## config.mk

```make
export PLATFORM = sky130hd
export DESIGN_NAME = vpo_pixel_port
export DESIGN_NICKNAME = d
export VERILOG_FILES = /design/src/logic/vpo_pixel_port.v
export VERILOG_INCLUDE_DIRS = /design/src /design/src/logic
export SDC_FILE = /design/constraint.sdc
export NUM_CORES = 1
export LEC_CHECK = 0
export BUFFER_PORTS_ARGS = -buffer_cell sky130_fd_sc_hd__buf_2
export CORE_UTILIZATION = 63
export DETAILED_ROUTE_END_ITERATION = 16
export PLACE_DENSITY = 0.84
export SYNTH_ARGS = -nofsm -noshare
export SYNTH_HDL_FRONTEND = slang
export SYNTH_SLANG_ARGS = --single-unit
```

## constraint.sdc

```tcl
create_clock -name clk -period 6.55 [get_ports clk]
set_clock_uncertainty 0.1 [all_clocks]
set_input_delay 0 -clock clk [delete_from_list [all_inputs] [get_ports clk]]
set_output_delay 0 -clock clk [all_outputs]
set_load 0.05 [all_outputs]
```

## src/logic/vpo_defines.vh

```
// Constants of the video pixel output port: register map, fields, reset values, codes
// Behaviour
// - 16-bit YCbCr and RGB words leave after a clock edge with qualifier asserted.
// - RGB modes output linear or gamma-corrected colour as configured.
// - Inactive, syncs, qualifier, ancillary and field flags change after a clock edge.
// - Inactive without ancillary forces Y 16, Cb/Cr 128, or RGB all zero.
// - Qualifier behaviour set by bits 4 and 5 of genlock control.
// - Gated select needs active-low polarity; then low in active, strobed in blanking.
// - With 4:2:2 the two chroma components alternate on successive outputs.
// - Every-pixel select asserts the qualifier for each valid pixel everywhere.
// - Embedded-sync mode puts one byte on the upper eight lines every clock.
// - EAV and SAV placed by the programmed horizontal blanking on every line; V follows vertical blanking.
// - Embedded-sync blanking bytes are 16 and 128 unless ancillary data is inserted.
// - During a preamble the qualifier is deasserted and inactive flag asserted.
// - Timing reference is FF, 00, 00, then status word with a leading one.
// - F is 0 in field 1, V is 1 in vertical blanking, H is 1 in EAV.
// - Inactive flag set at start count, cleared at end count; inactive lines whole.
// - Pixel data leaves on sixteen lines whose meaning follows the format.
`ifndef VPO_DEFINES_VH
`define VPO_DEFINES_VH
// Register indices; byte address is four times the index
`define VPO_IDX_GENLOCK  8'h04
`define VPO_IDX_FORMAT   8'h05
`define VPO_IDX_STATUS   8'h06
`define VPO_IDX_HTOTAL   8'h07
`define VPO_IDX_VTOTAL   8'h08
`define VPO_IDX_HSTART   8'h30
`define VPO_IDX_HEND     8'h32
`define VPO_IDX_VSTART   8'h33
`define VPO_IDX_VEND     8'h35
// Field positions
`define VPO_GL_GATED     4
`define VPO_GL_EVERY     5
`define VPO_FMT_GAMMA    2
`define VPO_FMT_QLOW     3
// Output formats
`define VPO_MODE_YC16    2'h0
`define VPO_MODE_RGB15   2'h1
`define VPO_MODE_RGB16   2'h2
`define VPO_MODE_EMB8    2'h3
// Reset values
`define VPO_RST_GENLOCK  8'h00
`define VPO_RST_FORMAT   4'h0
`define VPO_RST_HTOTAL   10'h359
`define VPO_RST_HSTART   10'h34a
`define VPO_RST_HEND     10'h07a
`define VPO_RST_VSTART   10'h103
`define VPO_RST_VEND     10'h013
`define VPO_RST_VTOTAL   10'h106
// Blanking levels, preamble bytes and sync lengths
`define VPO_LUMA_BLK     8'h10
`define VPO_CHROMA_BLK   8'h80
`define VPO_PRE_ONES     8'hff
`define VPO_PRE_ZERO     8'h00
`define VPO_HSYNC_LEN    10'h040
`define VPO_VSYNC_LINES  10'h003
`endif

```

## src/logic/vpo_pixel_port.v

```verilog
// Video pixel output formatter with APB register file and embedded timing references
`timescale 1ns/10ps
`default_nettype none
`include "vpo_defines.vh"
module vpo_pixel_port #(
  parameter CNT_W = 10
) (
  input  wire        clk,          // Output sample clock
  input  wire        reset,        // Asynchronous, active high
  input  wire        psel,         // APB select
  input  wire        penable,      // APB access phase
  input  wire        pwrite,       // APB direction
  input  wire [11:0] paddr,        // APB byte address
  input  wire [31:0] pwdata,       // APB write data
  output reg  [31:0] prdata,       // APB read data
  output wire        pready,       // APB ready, no wait states
  output wire        pslverr,      // APB error on unmapped address
  input  wire        pixStrobe,    // New pixel from rate converter
  input  wire [7:0]  yIn,          // Luma sample
  input  wire [7:0]  cbIn,         // Blue chroma sample
  input  wire [7:0]  crIn,         // Red chroma sample
  input  wire [7:0]  rIn,          // Linear red
  input  wire [7:0]  gIn,          // Linear green
  input  wire [7:0]  bIn,          // Linear blue
  input  wire        ancActive,    // Ancillary packet byte present
  input  wire [7:0]  ancByte,      // Ancillary packet byte
  output reg  [15:0] pixOut,       // Pixel lines P0 to P15
  output reg         inactiveFlag, // Blanking region flag
  output reg         hsyncOut,     // Line sync
  output reg         vsyncOut,     // Frame sync
  output reg         pixelQualifier, // Data qualifier, polarity per format reg
  output reg         ancillaryWindowFlag, // Ancillary data window
  output reg         fieldOut      // 0 field 1, 1 field 2
);

  // Register file
  reg  [7:0]       genlock_reg;
  reg  [3:0]       format_reg;
  reg  [CNT_W-1:0] hTotal_reg;
  reg  [CNT_W-1:0] vTotal_reg;
  reg  [CNT_W-1:0] hStart_reg;
  reg  [CNT_W-1:0] hEnd_reg;
  reg  [CNT_W-1:0] vStart_reg;
  reg  [CNT_W-1:0] vEnd_reg;

  // Timing state
  reg  [CNT_W-1:0] hCount_reg;
  reg  [CNT_W-1:0] vCount_reg;
  reg              field_reg;
  reg              hBlank_reg;
  reg              chromaSel_reg;
  reg  [1:0]       trsPhase_reg;
  reg              trsActive_reg;
  reg              trsIsEav_reg;

  wire [7:0]       regIdx;
  wire             wrEn;
  wire             mapped;
  wire [1:0]       mode;
  wire             embMode;
  wire             step;
  wire             hWrap;
  wire             vWrap;
  wire             lineInactive;
  wire             inactiveNow;
  wire             trsStartEav;
  wire             trsStartSav;
  wire             inTrs;
  wire             trsH;
  wire [7:0]       statusWord;
  wire [7:0]       chromaNow;
  wire [7:0]       rOut;
  wire [7:0]       gOut;
  wire [7:0]       bOut;
  reg  [7:0]       embByte;
  reg  [15:0]      pixNext;
  reg              qualNext;

  assign regIdx  = paddr[9:2];
  assign wrEn    = psel & penable & pwrite;
  // No wait states: every register reads through a fixed mux
  assign pready  = 1'b1;
  // Unaligned or out-of-window words are refused so software faults show as slave errors
  assign mapped  = (paddr[11:10] == 2'h0) && (paddr[1:0] == 2'h0) &&
                   (regIdx == `VPO_IDX_GENLOCK || regIdx == `VPO_IDX_FORMAT ||
                    regIdx == `VPO_IDX_STATUS  || regIdx == `VPO_IDX_HTOTAL ||
                    regIdx == `VPO_IDX_VTOTAL  || regIdx == `VPO_IDX_HSTART ||
                    regIdx == `VPO_IDX_HEND    || regIdx == `VPO_IDX_VSTART ||
                    regIdx == `VPO_IDX_VEND);
  assign pslverr = psel & penable & ~mapped;

  // APB writes; the status word is read only
  always @(posedge clk or posedge reset) begin
    if (reset) begin
      genlock_reg <= `VPO_RST_GENLOCK;
      format_reg  <= `VPO_RST_FORMAT;
      hTotal_reg  <= `VPO_RST_HTOTAL;
      vTotal_reg  <= `VPO_RST_VTOTAL;
      hStart_reg  <= `VPO_RST_HSTART;
      hEnd_reg    <= `VPO_RST_HEND;
      vStart_reg  <= `VPO_RST_VSTART;
      vEnd_reg    <= `VPO_RST_VEND;
    end else if (wrEn && mapped) begin
      case (regIdx)
        `VPO_IDX_GENLOCK: genlock_reg <= pwdata[7:0];
        `VPO_IDX_FORMAT:  format_reg  <= pwdata[3:0];
        `VPO_IDX_HTOTAL:  hTotal_reg  <= pwdata[CNT_W-1:0];
        `VPO_IDX_VTOTAL:  vTotal_reg  <= pwdata[CNT_W-1:0];
        `VPO_IDX_HSTART:  hStart_reg  <= pwdata[CNT_W-1:0];
        `VPO_IDX_HEND:    hEnd_reg    <= pwdata[CNT_W-1:0];
        `VPO_IDX_VSTART:  vStart_reg  <= pwdata[CNT_W-1:0];
        `VPO_IDX_VEND:    vEnd_reg    <= pwdata[CNT_W-1:0];
        default:          genlock_reg <= genlock_reg;
      endcase
    end
  end

  // Read mux; unmapped words read zero
  always @* begin
    prdata = 32'h00000000;
    case (regIdx)
      `VPO_IDX_GENLOCK: prdata[7:0] = genlock_reg;
      `VPO_IDX_FORMAT:  prdata[3:0] = format_reg;
      // Flags in bits 23 to 21, line count in 19:10, pixel count in 9:0
      `VPO_IDX_STATUS:  prdata = {8'h00, trsActive_reg, hBlank_reg, field_reg,
                                  1'b0, vCount_reg[9:0], hCount_reg[9:0]};
      `VPO_IDX_HTOTAL:  prdata[CNT_W-1:0] = hTotal_reg;
      `VPO_IDX_VTOTAL:  prdata[CNT_W-1:0] = vTotal_reg;
      `VPO_IDX_HSTART:  prdata[CNT_W-1:0] = hStart_reg;
      `VPO_IDX_HEND:    prdata[CNT_W-1:0] = hEnd_reg;
      `VPO_IDX_VSTART:  prdata[CNT_W-1:0] = vStart_reg;
      `VPO_IDX_VEND:    prdata[CNT_W-1:0] = vEnd_reg;
      default:          prdata = 32'h00000000;
    endcase
    if (!mapped) begin
      prdata = 32'h00000000;
    end
  end

  // Embedded-sync mode advances one byte every clock, others follow the strobe
  assign mode    = format_reg[1:0];
  assign embMode = (mode == `VPO_MODE_EMB8);
  assign step    = embMode | pixStrobe;
  assign hWrap   = (hCount_reg == hTotal_reg);
  assign vWrap   = (vCount_reg == vTotal_reg);

  // Whole inactive lines, wrapping across the field boundary
  assign lineInactive = (vCount_reg >= vStart_reg) || (vCount_reg < vEnd_reg);
  assign inactiveNow  = hBlank_reg | lineInactive;

  // Pixel and line counters; the field flips when the last line wraps
  // Line count and field move only at a line wrap, so a status read sees one line
  always @(posedge clk or posedge reset) begin
    if (reset) begin
      hCount_reg <= {CNT_W{1'b0}};
      vCount_reg <= {CNT_W{1'b0}};
      field_reg  <= 1'b0;
    end else if (step) begin
      if (hWrap) begin
        hCount_reg <= {CNT_W{1'b0}};
        if (vWrap) begin
          vCount_reg <= {CNT_W{1'b0}};
          field_reg  <= ~field_reg;
        end else begin
          vCount_reg <= vCount_reg + {{(CNT_W-1){1'b0}}, 1'b1};
        end
      end else begin
        hCount_reg <= hCount_reg + {{(CNT_W-1){1'b0}}, 1'b1};
      end
    end
  end

  // Horizontal blanking window: set at start count, released at end count
  always @(posedge clk or posedge reset) begin
    if (reset) begin
      hBlank_reg <= 1'b1;
    end else if (step) begin
      if (hCount_reg == hStart_reg) begin
        hBlank_reg <= 1'b1;
      end else if (hCount_reg == hEnd_reg) begin
        hBlank_reg <= 1'b0;
      end
    end
  end

  // Timing references: EAV opens blanking, SAV takes the four bytes before it ends
  // Limitation: hEnd below four would wrap the SAV compare, so keep it at four or more
  assign trsStartEav = embMode && (hCount_reg == hStart_reg);
  assign trsStartSav = embMode &&
                       (hCount_reg == hEnd_reg - {{(CNT_W-3){1'b0}}, 3'h4});
  always @(posedge clk or posedge reset) begin
    if (reset) begin
      trsActive_reg <= 1'b0;
      trsPhase_reg  <= 2'h0;
      trsIsEav_reg  <= 1'b0;
    end else if (!embMode) begin
      trsActive_reg <= 1'b0;
      trsPhase_reg  <= 2'h0;
    end else if (trsStartEav || trsStartSav) begin
      trsActive_reg <= 1'b1;
      trsPhase_reg  <= 2'h1;
      trsIsEav_reg  <= trsStartEav;
    end else if (trsActive_reg) begin
      trsPhase_reg  <= trsPhase_reg + 2'h1;
      trsActive_reg <= (trsPhase_reg != 2'h3);
    end
  end
  assign inTrs = trsStartEav | trsStartSav | trsActive_reg;
  assign trsH  = trsActive_reg ? trsIsEav_reg : trsStartEav;

  // Status word: leading one, F V H, then protection bits
  assign statusWord = {1'b1, field_reg, lineInactive, trsH,
                       lineInactive ^ trsH, field_reg ^ trsH,
                       field_reg ^ lineInactive,
                       field_reg ^ lineInactive ^ trsH};

  // Chroma alternates per output, restarting on Cb at each active line
  // Restarting per line keeps Cb and Cr paired even when the active width is odd
  always @(posedge clk or posedge reset) begin
    if (reset) begin
      chromaSel_reg <= 1'b0;
    end else if (step) begin
      if (inactiveNow) begin
        chromaSel_reg <= 1'b0;
      end else begin
        chromaSel_reg <= ~chromaSel_reg;
      end
    end
  end
  assign chromaNow = chromaSel_reg ? crIn : cbIn;

  // Cheap gamma lift: x + x(255-x)/512 stays within eight bits
  // Trade-off: a curve of one multiply replaces a lookup table per colour
  function [7:0] gammaLift;
    input [7:0] x;
    reg   [15:0] prod;
    reg   [8:0]  sum;
    begin
      prod      = x * (8'hff - x);
      sum       = {1'b0, x} + {2'h0, prod[15:9]};
      gammaLift = sum[7:0];
    end
  endfunction

  assign rOut = format_reg[`VPO_FMT_GAMMA] ? gammaLift(rIn) : rIn;
  assign gOut = format_reg[`VPO_FMT_GAMMA] ? gammaLift(gIn) : gIn;
  assign bOut = format_reg[`VPO_FMT_GAMMA] ? gammaLift(bIn) : bIn;

  // Embedded-sync byte: preamble, status, ancillary, blanking or Cb Y Cr Y
  always @* begin
    embByte = yIn;
    if (inTrs) begin
      if (!trsActive_reg) begin
        embByte = `VPO_PRE_ONES;
      end else if (trsPhase_reg == 2'h3) begin
        embByte = statusWord;
      end else begin
        embByte = `VPO_PRE_ZERO;
      end
    end else if (ancActive) begin
      embByte = ancByte;
    end else if (inactiveNow) begin
      embByte = hCount_reg[0] ? `VPO_LUMA_BLK : `VPO_CHROMA_BLK;
    end else if (!hCount_reg[0]) begin
      embByte = hCount_reg[1] ? crIn : cbIn;
    end
  end

  // Word per format, forced to blanking levels outside ancillary windows
  always @* begin
    pixNext = pixOut;
    case (mode)
      `VPO_MODE_YC16: begin
        if (inactiveNow && !ancActive) begin
          pixNext = {`VPO_LUMA_BLK, `VPO_CHROMA_BLK};
        end else begin
          pixNext = {yIn, chromaNow};
        end
      end
      `VPO_MODE_RGB15: begin
        if (inactiveNow && !ancActive) begin
          pixNext = 16'h0000;
        end else begin
          pixNext = {1'b0, rOut[7:3], gOut[7:3], bOut[7:3]};
        end
      end
      `VPO_MODE_RGB16: begin
        if (inactiveNow && !ancActive) begin
          pixNext = 16'h0000;
        end else begin
          pixNext = {rOut[7:3], gOut[7:2], bOut[7:3]};
        end
      end
      `VPO_MODE_EMB8: begin
        pixNext = {embByte, 8'h00};
      end
      default: begin
        pixNext = 16'h0000;
      end
    endcase
  end

  // Qualifier before polarity; note its spacing follows the strobe, not a fixed duty
  // Gated mode relies on software setting active-low polarity; nothing here enforces it
  always @* begin
    qualNext = 1'b0;
    if (inTrs) begin
      qualNext = 1'b0;
    end else if (genlock_reg[`VPO_GL_EVERY]) begin
      qualNext = step;
    end else if (genlock_reg[`VPO_GL_GATED]) begin
      qualNext = inactiveNow ? step : 1'b1;
    end else begin
      qualNext = step & ~inactiveNow;
    end
  end

  // All port flags and data are registered, so they move just after the edge
  // Data holds between steps so a receiver may latch it on any qualified edge
  always @(posedge clk or posedge reset) begin
    if (reset) begin
      pixOut              <= {`VPO_LUMA_BLK, `VPO_CHROMA_BLK};
      inactiveFlag        <= 1'b1;
      hsyncOut            <= 1'b0;
      vsyncOut            <= 1'b0;
      pixelQualifier      <= 1'b0;
      ancillaryWindowFlag <= 1'b0;
      fieldOut            <= 1'b0;
    end else begin
      if (step) begin
        pixOut <= pixNext;
      end
      inactiveFlag        <= inactiveNow | inTrs;
      hsyncOut            <= (hCount_reg < `VPO_HSYNC_LEN);
      vsyncOut            <= (vCount_reg < `VPO_VSYNC_LINES);
      pixelQualifier      <= qualNext ^ format_reg[`VPO_FMT_QLOW];
      ancillaryWindowFlag <= ancActive;
      fieldOut            <= field_reg;
    end
  end

endmodule // vpo_pixel_port
`default_nettype wire

```

After elaboration in Yosys (flattened, before gate mapping) --
Index checks and enable logic that the tools add are counted.
Word-level totals: register bits 121, input bits 107, output and inout bits 56, logic and storage cells 148
Operators by class: add/subtract/negate cells 10, multipliers 3, magnitude comparators 4, eq/ne operators 20, multiplexer cells 37, bitwise gates (word level) 18, reduce and logical (&&, ||, !) cells 33
Operator list (count):
- 8-bit 2-to-1 mux | 12
- 16-bit case mux with 4 select lines | 1
- 10-bit == test | 5
- 9-bit by 9-bit multiplier with 16-bit output | 3
- 4-bit case mux with 9 select lines | 1
- 8-bit by 3-bit == test with 1-bit output (second input constant) | 4
- 8-bit by 6-bit == test with 1-bit output (second input constant) | 4
- 16-bit 2-to-1 mux | 2
- 32-bit 2-to-1 mux | 1
- 4-bit case mux with 8 select lines | 1
- 8-bit by 8-bit subtractor with 9-bit output (first input constant) | 3
- 8-bit by 7-bit adder with 8-bit output | 3
- 2-bit AND reduction | 11
- 10-bit by 1-bit adder with 10-bit output (second input constant) | 2
- 10-bit 2-to-1 mux | 2
- 15-bit 2-to-1 mux | 1
- 14-bit 2-to-1 mux | 1
- 2-bit case mux with 7 select lines | 1
- 1-bit 2-to-1 mux | 11
- 10-bit >= comparator | 1
- 1-bit logical OR | 10
- 10-bit < comparator | 1
- 10-bit by 2-bit < comparator with 1-bit output (second input constant) | 1
- 10-bit by 7-bit < comparator with 1-bit output (second input constant) | 1
- 17 further kinds | 42

Depth between registers and ports, before layout --
depth in word-level cells 12, depth in mapped cells 29, depth with buffers taken out 28

Worst setup path after synthesis --
No wires, ideal clock.
kind input-to-reg, start point in rIn[4], end point reg pixOut[14], library setup time 0.104 ns, data arrival time 5.463 ns, required time 6.346 ns, path slack 0.883 ns, stages on the path 27, path buffers 1, path through clkbuf_1 -> inv_1 -> ha_1 -> inv_1 -> ha_1 -> fa_1 -> fa_1 -> inv_1 -> fa_1 -> inv_1 -> ha_1 -> nand3_1 -> o211ai_1 -> o21a_1 -> o21a_1 -> o21a_1 -> o21a_1 -> nor2_1 -> xnor2_1 -> ha_1 -> nor3_1 -> o311ai_1 -> and3_1 -> o21ai_1 -> xnor2_1 -> or4_1 -> o311ai_1
Between the ends: word-level cells in the longest chain between the ends 6, elaborated cells on any way between the ends 7, those cells by class add/sub (2); mul (1); mux (4)
RTL lines:
- start: declaration | RTL line vpo_pixel_port.v:22 | input wire [7:0] rIn,
- 8-bit by 8-bit subtractor with 9-bit output | RTL line vpo_pixel_port.v:239 | prod = x * (8'hff - x);
- 9-bit by 9-bit multiplier with 16-bit output | RTL line vpo_pixel_port.v:239
- 8-bit by 7-bit adder with 8-bit output * | RTL line vpo_pixel_port.v:240 | sum = {1'b0, x} + {2'h0, prod[15:9]};
- 8-bit 2-to-1 mux * | RTL line vpo_pixel_port.v:245 | assign rOut = format_reg[`VPO_FMT_GAMMA] ? gammaLift(rIn) : rIn;
- 16-bit 2-to-1 mux / 15-bit 2-to-1 mux (equally long branches) | RTL line vpo_pixel_port.v:288, vpo_pixel_port.v:281
- 16-bit case mux with 4 select lines * | RTL line vpo_pixel_port.v:272 | case (mode)
- end signal: assignment | RTL line vpo_pixel_port.v:322 | pixOut <= {`VPO_LUMA_BLK, `VPO_CHROMA_BLK};
- end signal: assignment | RTL line vpo_pixel_port.v:331 | pixOut <= pixNext;
- end: declaration | RTL line vpo_pixel_port.v:27 | output reg [15:0] pixOut,
Mark *: on every way between the ends. The rest lies on a longest branch, timed or not. A chain may end at the register's enable or synchronous reset.

Worst setup path in the final report --
Same ends and word-level chain as after synthesis.

==> flow_summary.json <==
{
  "finalMaxSlewViolations": 0,
  "worstRegToRegCells": 10,
  "grt_pass1_wl_um": 59600,
  "fin_crit_sh_pct": 93.8,
  "p_per_area_nw_per_um2": 261,
  "start_kind": "input port",
  "drive_gt1_share_pct": 13.0,
  "hold_viol_final": 0,
  "crit_path_max_fanout": 12,
  "critPathCaptureType": "register",
  "layout.nets": 2048,
  "r2r-end": "pixOut[14]",
  "ys.flop_type": "dfrtp_1",
  "swShare_pct": 44.3,
  "first_global_vias": 11900,
  "vias": 12000,
  "regMostFlops": "pixOut",
  "syn_to_final_growth_pct": 11.8,
  "ys_ff_latch": 121,
  "slowest_stage": "dlygate4sd3_1",
  "drtPass1Iterations": 6,
  "cts_tree": "yes",
  "ctsHtreeMaxLevel": 4,
  "fin_crit_ns": 6.14,
  "die_y_um": 150,
  "min_path_type": "input port to register",
  "drtIter0Drc": 1019,
  "pin_count": 163,
  "p_switching_mw": 1.80,
  "cp_slowest_stage_delay_ns": 0.59,
  "power.share.combinational_pct": 53.8,
  "avgSynthCellArea_sq_um": 8.90,
  "antenna_found_initial": 0,
  "synth.distinct_cells": 74,
  "gp_congestion": 0.901,
  "diodes": 0,
  "r2r_setup_slack_ns": 2.30,
  "synth_async_sr_flop_share_pct": 100,
  "crit_type": "input port to register",
  "fin_tns_setup_ns": 0,
  "status": "finished clean",
  "final_cell_count_no_fill": 1965,
  "port_buffers": 130,
  "clk_pin_slew_worst_paths_ns": 0.06,
  "pwr-share-clk_pct": 22.8,
  "synth_top_area_share_pct": 16.6,
  "largest_register_ffs": 16,
  "postPlaceCellArea_sq_um": 14600,
  "hpwl_um": 27600,
  "clock-sinks": 121,
  "max-slew-margin-rel_pct": 24.7,
  "critical_path_required_ns": 6.82,
  "viasPerCell": 6.08,
  "synth_cells": 1557,
  "fp.coreArea_sq_um": 21300,
  "rsz0062_at_grt": "no",
  "die_w_um": 150,
  "synth-edff-count": 0,
  "maxCapViolations": 0,
  "start_util_pct": 65.1,
  "r2r_start": "vEnd_reg[4]",
  "die_area_sq_um": 22600,
  "ant_nets": 0,
  "synth-seq-area-share_pct": 22.1,
  "synth_area_sq_um": 13800,
  "numCtsBuffers": 17,
  "netlist_top_cells_area": "dfrtp_1 (17%), ha_1 (16%), fa_1 (12%)",
  "wire_per_inst_um": 18.7,
  "cts.path.max_buffers": 2,
  "row_count": 53,
  "setup_viol": 0,
  "synth_warnings": 0,
  "hold_ws_ns": 0.0262,
  "endpoint": "pixOut[14]",
  "startpoint": "rIn[4]",
  "final_common_cell": "inv_1",
  "intPower_mw": 2.25,
  "cts-resized-gates": 0,
  "grt_usage_pct": 33.9,
  "grt_max_degree": 79,
  "root_buffer": "clkbuf_16",
  "fmax_ghz": 0.163,
  "routed_wl_um": 36700,
  "final_cell_mix": "inv_1 (213), ha_1 (180), nor2_1 (160)",
  "ir_drop_uv": 190,
  "yosysTopAreaCell": "dfrtp_1",
  "worst_pin_slew_ns": 1.12,
  "leakage_nw": 7.93,
  "utilization_pct": 72.8,
  "drc": 0,
  "place_inst": 1903,
  "clock_latency_ns": 0.43,
  "grt_overflow_total": 0,
  "crit_arrival_ns": 6.41,
  "seq_power_share_pct": 23.4,
  "final_area_sq_um": 15500
}
[through the flow]
| stage | power, mW | setup slack, ns |
|---|---|---|
| floorplan | 2.56 | 0.883 |
| global placement | 2.96 | 0.510 |
| detailed placement | 3.05 | 0.408 |
| CTS | 4.03 | 0.342 |
| global route | 4.36 | 0.0674 |
| finish | 4.05 | 0.407 |
[synth_stat cells (29+ instances only)]
master / count
nand2_1: 104
ha_1: 180
nor2_1: 160
xor2_1: 32
dfrtp_1: 92
a21oi_1: 55
o21ai_0: 36
fa_1: 84
xnor2_1: 58
dfstp_2: 29
clkbuf_1: 58
inv_1: 214
mux2i_1: 31
mux2_1: 66
[what timing repair did]
action / in CTS / in global routing
hold buffers: 29 / 0
endpoints found under the setup margin: 0 / 1
buffers inserted: 0 / 1
hold endpoints to repair: 145 / 0
[worst min-delay path by stage]
| stage | startpoint | endpoint | slack (ns) | cells past startpoint |
|---|---|---|---|---|
| floorplan | ancActive | ancillaryWindowFlag | -0.07 | 0 |
| global placement | reset | fieldOut | 0.17 | 2 |
| detailed placement | reset | fieldOut | 0.17 | 2 |
| CTS | ancByte[0] | pixOut[8] | 0.002 | 5 |
| global route | ancByte[1] | pixOut[9] | 0.06 | 5 |
| finish | ancByte[0] | pixOut[8] | 0.03 | 5 |
[power groups by stage]
stage          clock network (mW)  logic, mW  registers (mW)
2_1_floorplan                   0       1.58           0.981
6_report                    0.924       2.18           0.948
3_5_place_dp                    0       2.10           0.955
3_3_place_gp                    0       2.00           0.952
5_1_grt                     0.962       2.44           0.956
4_1_cts                     0.929       2.15           0.944
[critical path, delay by kind of cell]
kind / cells / cell delay, ns
compound gates: 7 / 1.33
simple gates: 5 / 1.03
fa+ha+maj: 7 / 2.74
xor+xnor: 1 / 0.18
buf+inv: 6 / 1.13
[cells by family after synthesis]
family	Yosys count	share of synthesized area [%]
fa+ha+maj	264	28.4
other cells	2	0.0542
compound gates	236	11.5
flops	121	22.1
buf+inv	300	8.46
simple gates	435	14.9
xor+xnor	90	5.69
mux	109	8.91
[final cells by class]
type	count	area (sq um)
multi-input combinational	1144	9650
fill	1590	5800
sequential	121	3060
timing repair buffer	169	1020
inverter	224	843
clock buffer	19	443
tap	275	344
clock inverter	13	130
[per-layer routing]
metal,vias to the layer above,share of wire [%],track usage [%]
li1,5516,-,-
met1,5763,40,42.4
met2,579,48,57.6
met3,93,8.1,6.70
met4,0,3.1,13.2
met5,-,0,0
Power figures use the tool's default switching activity.
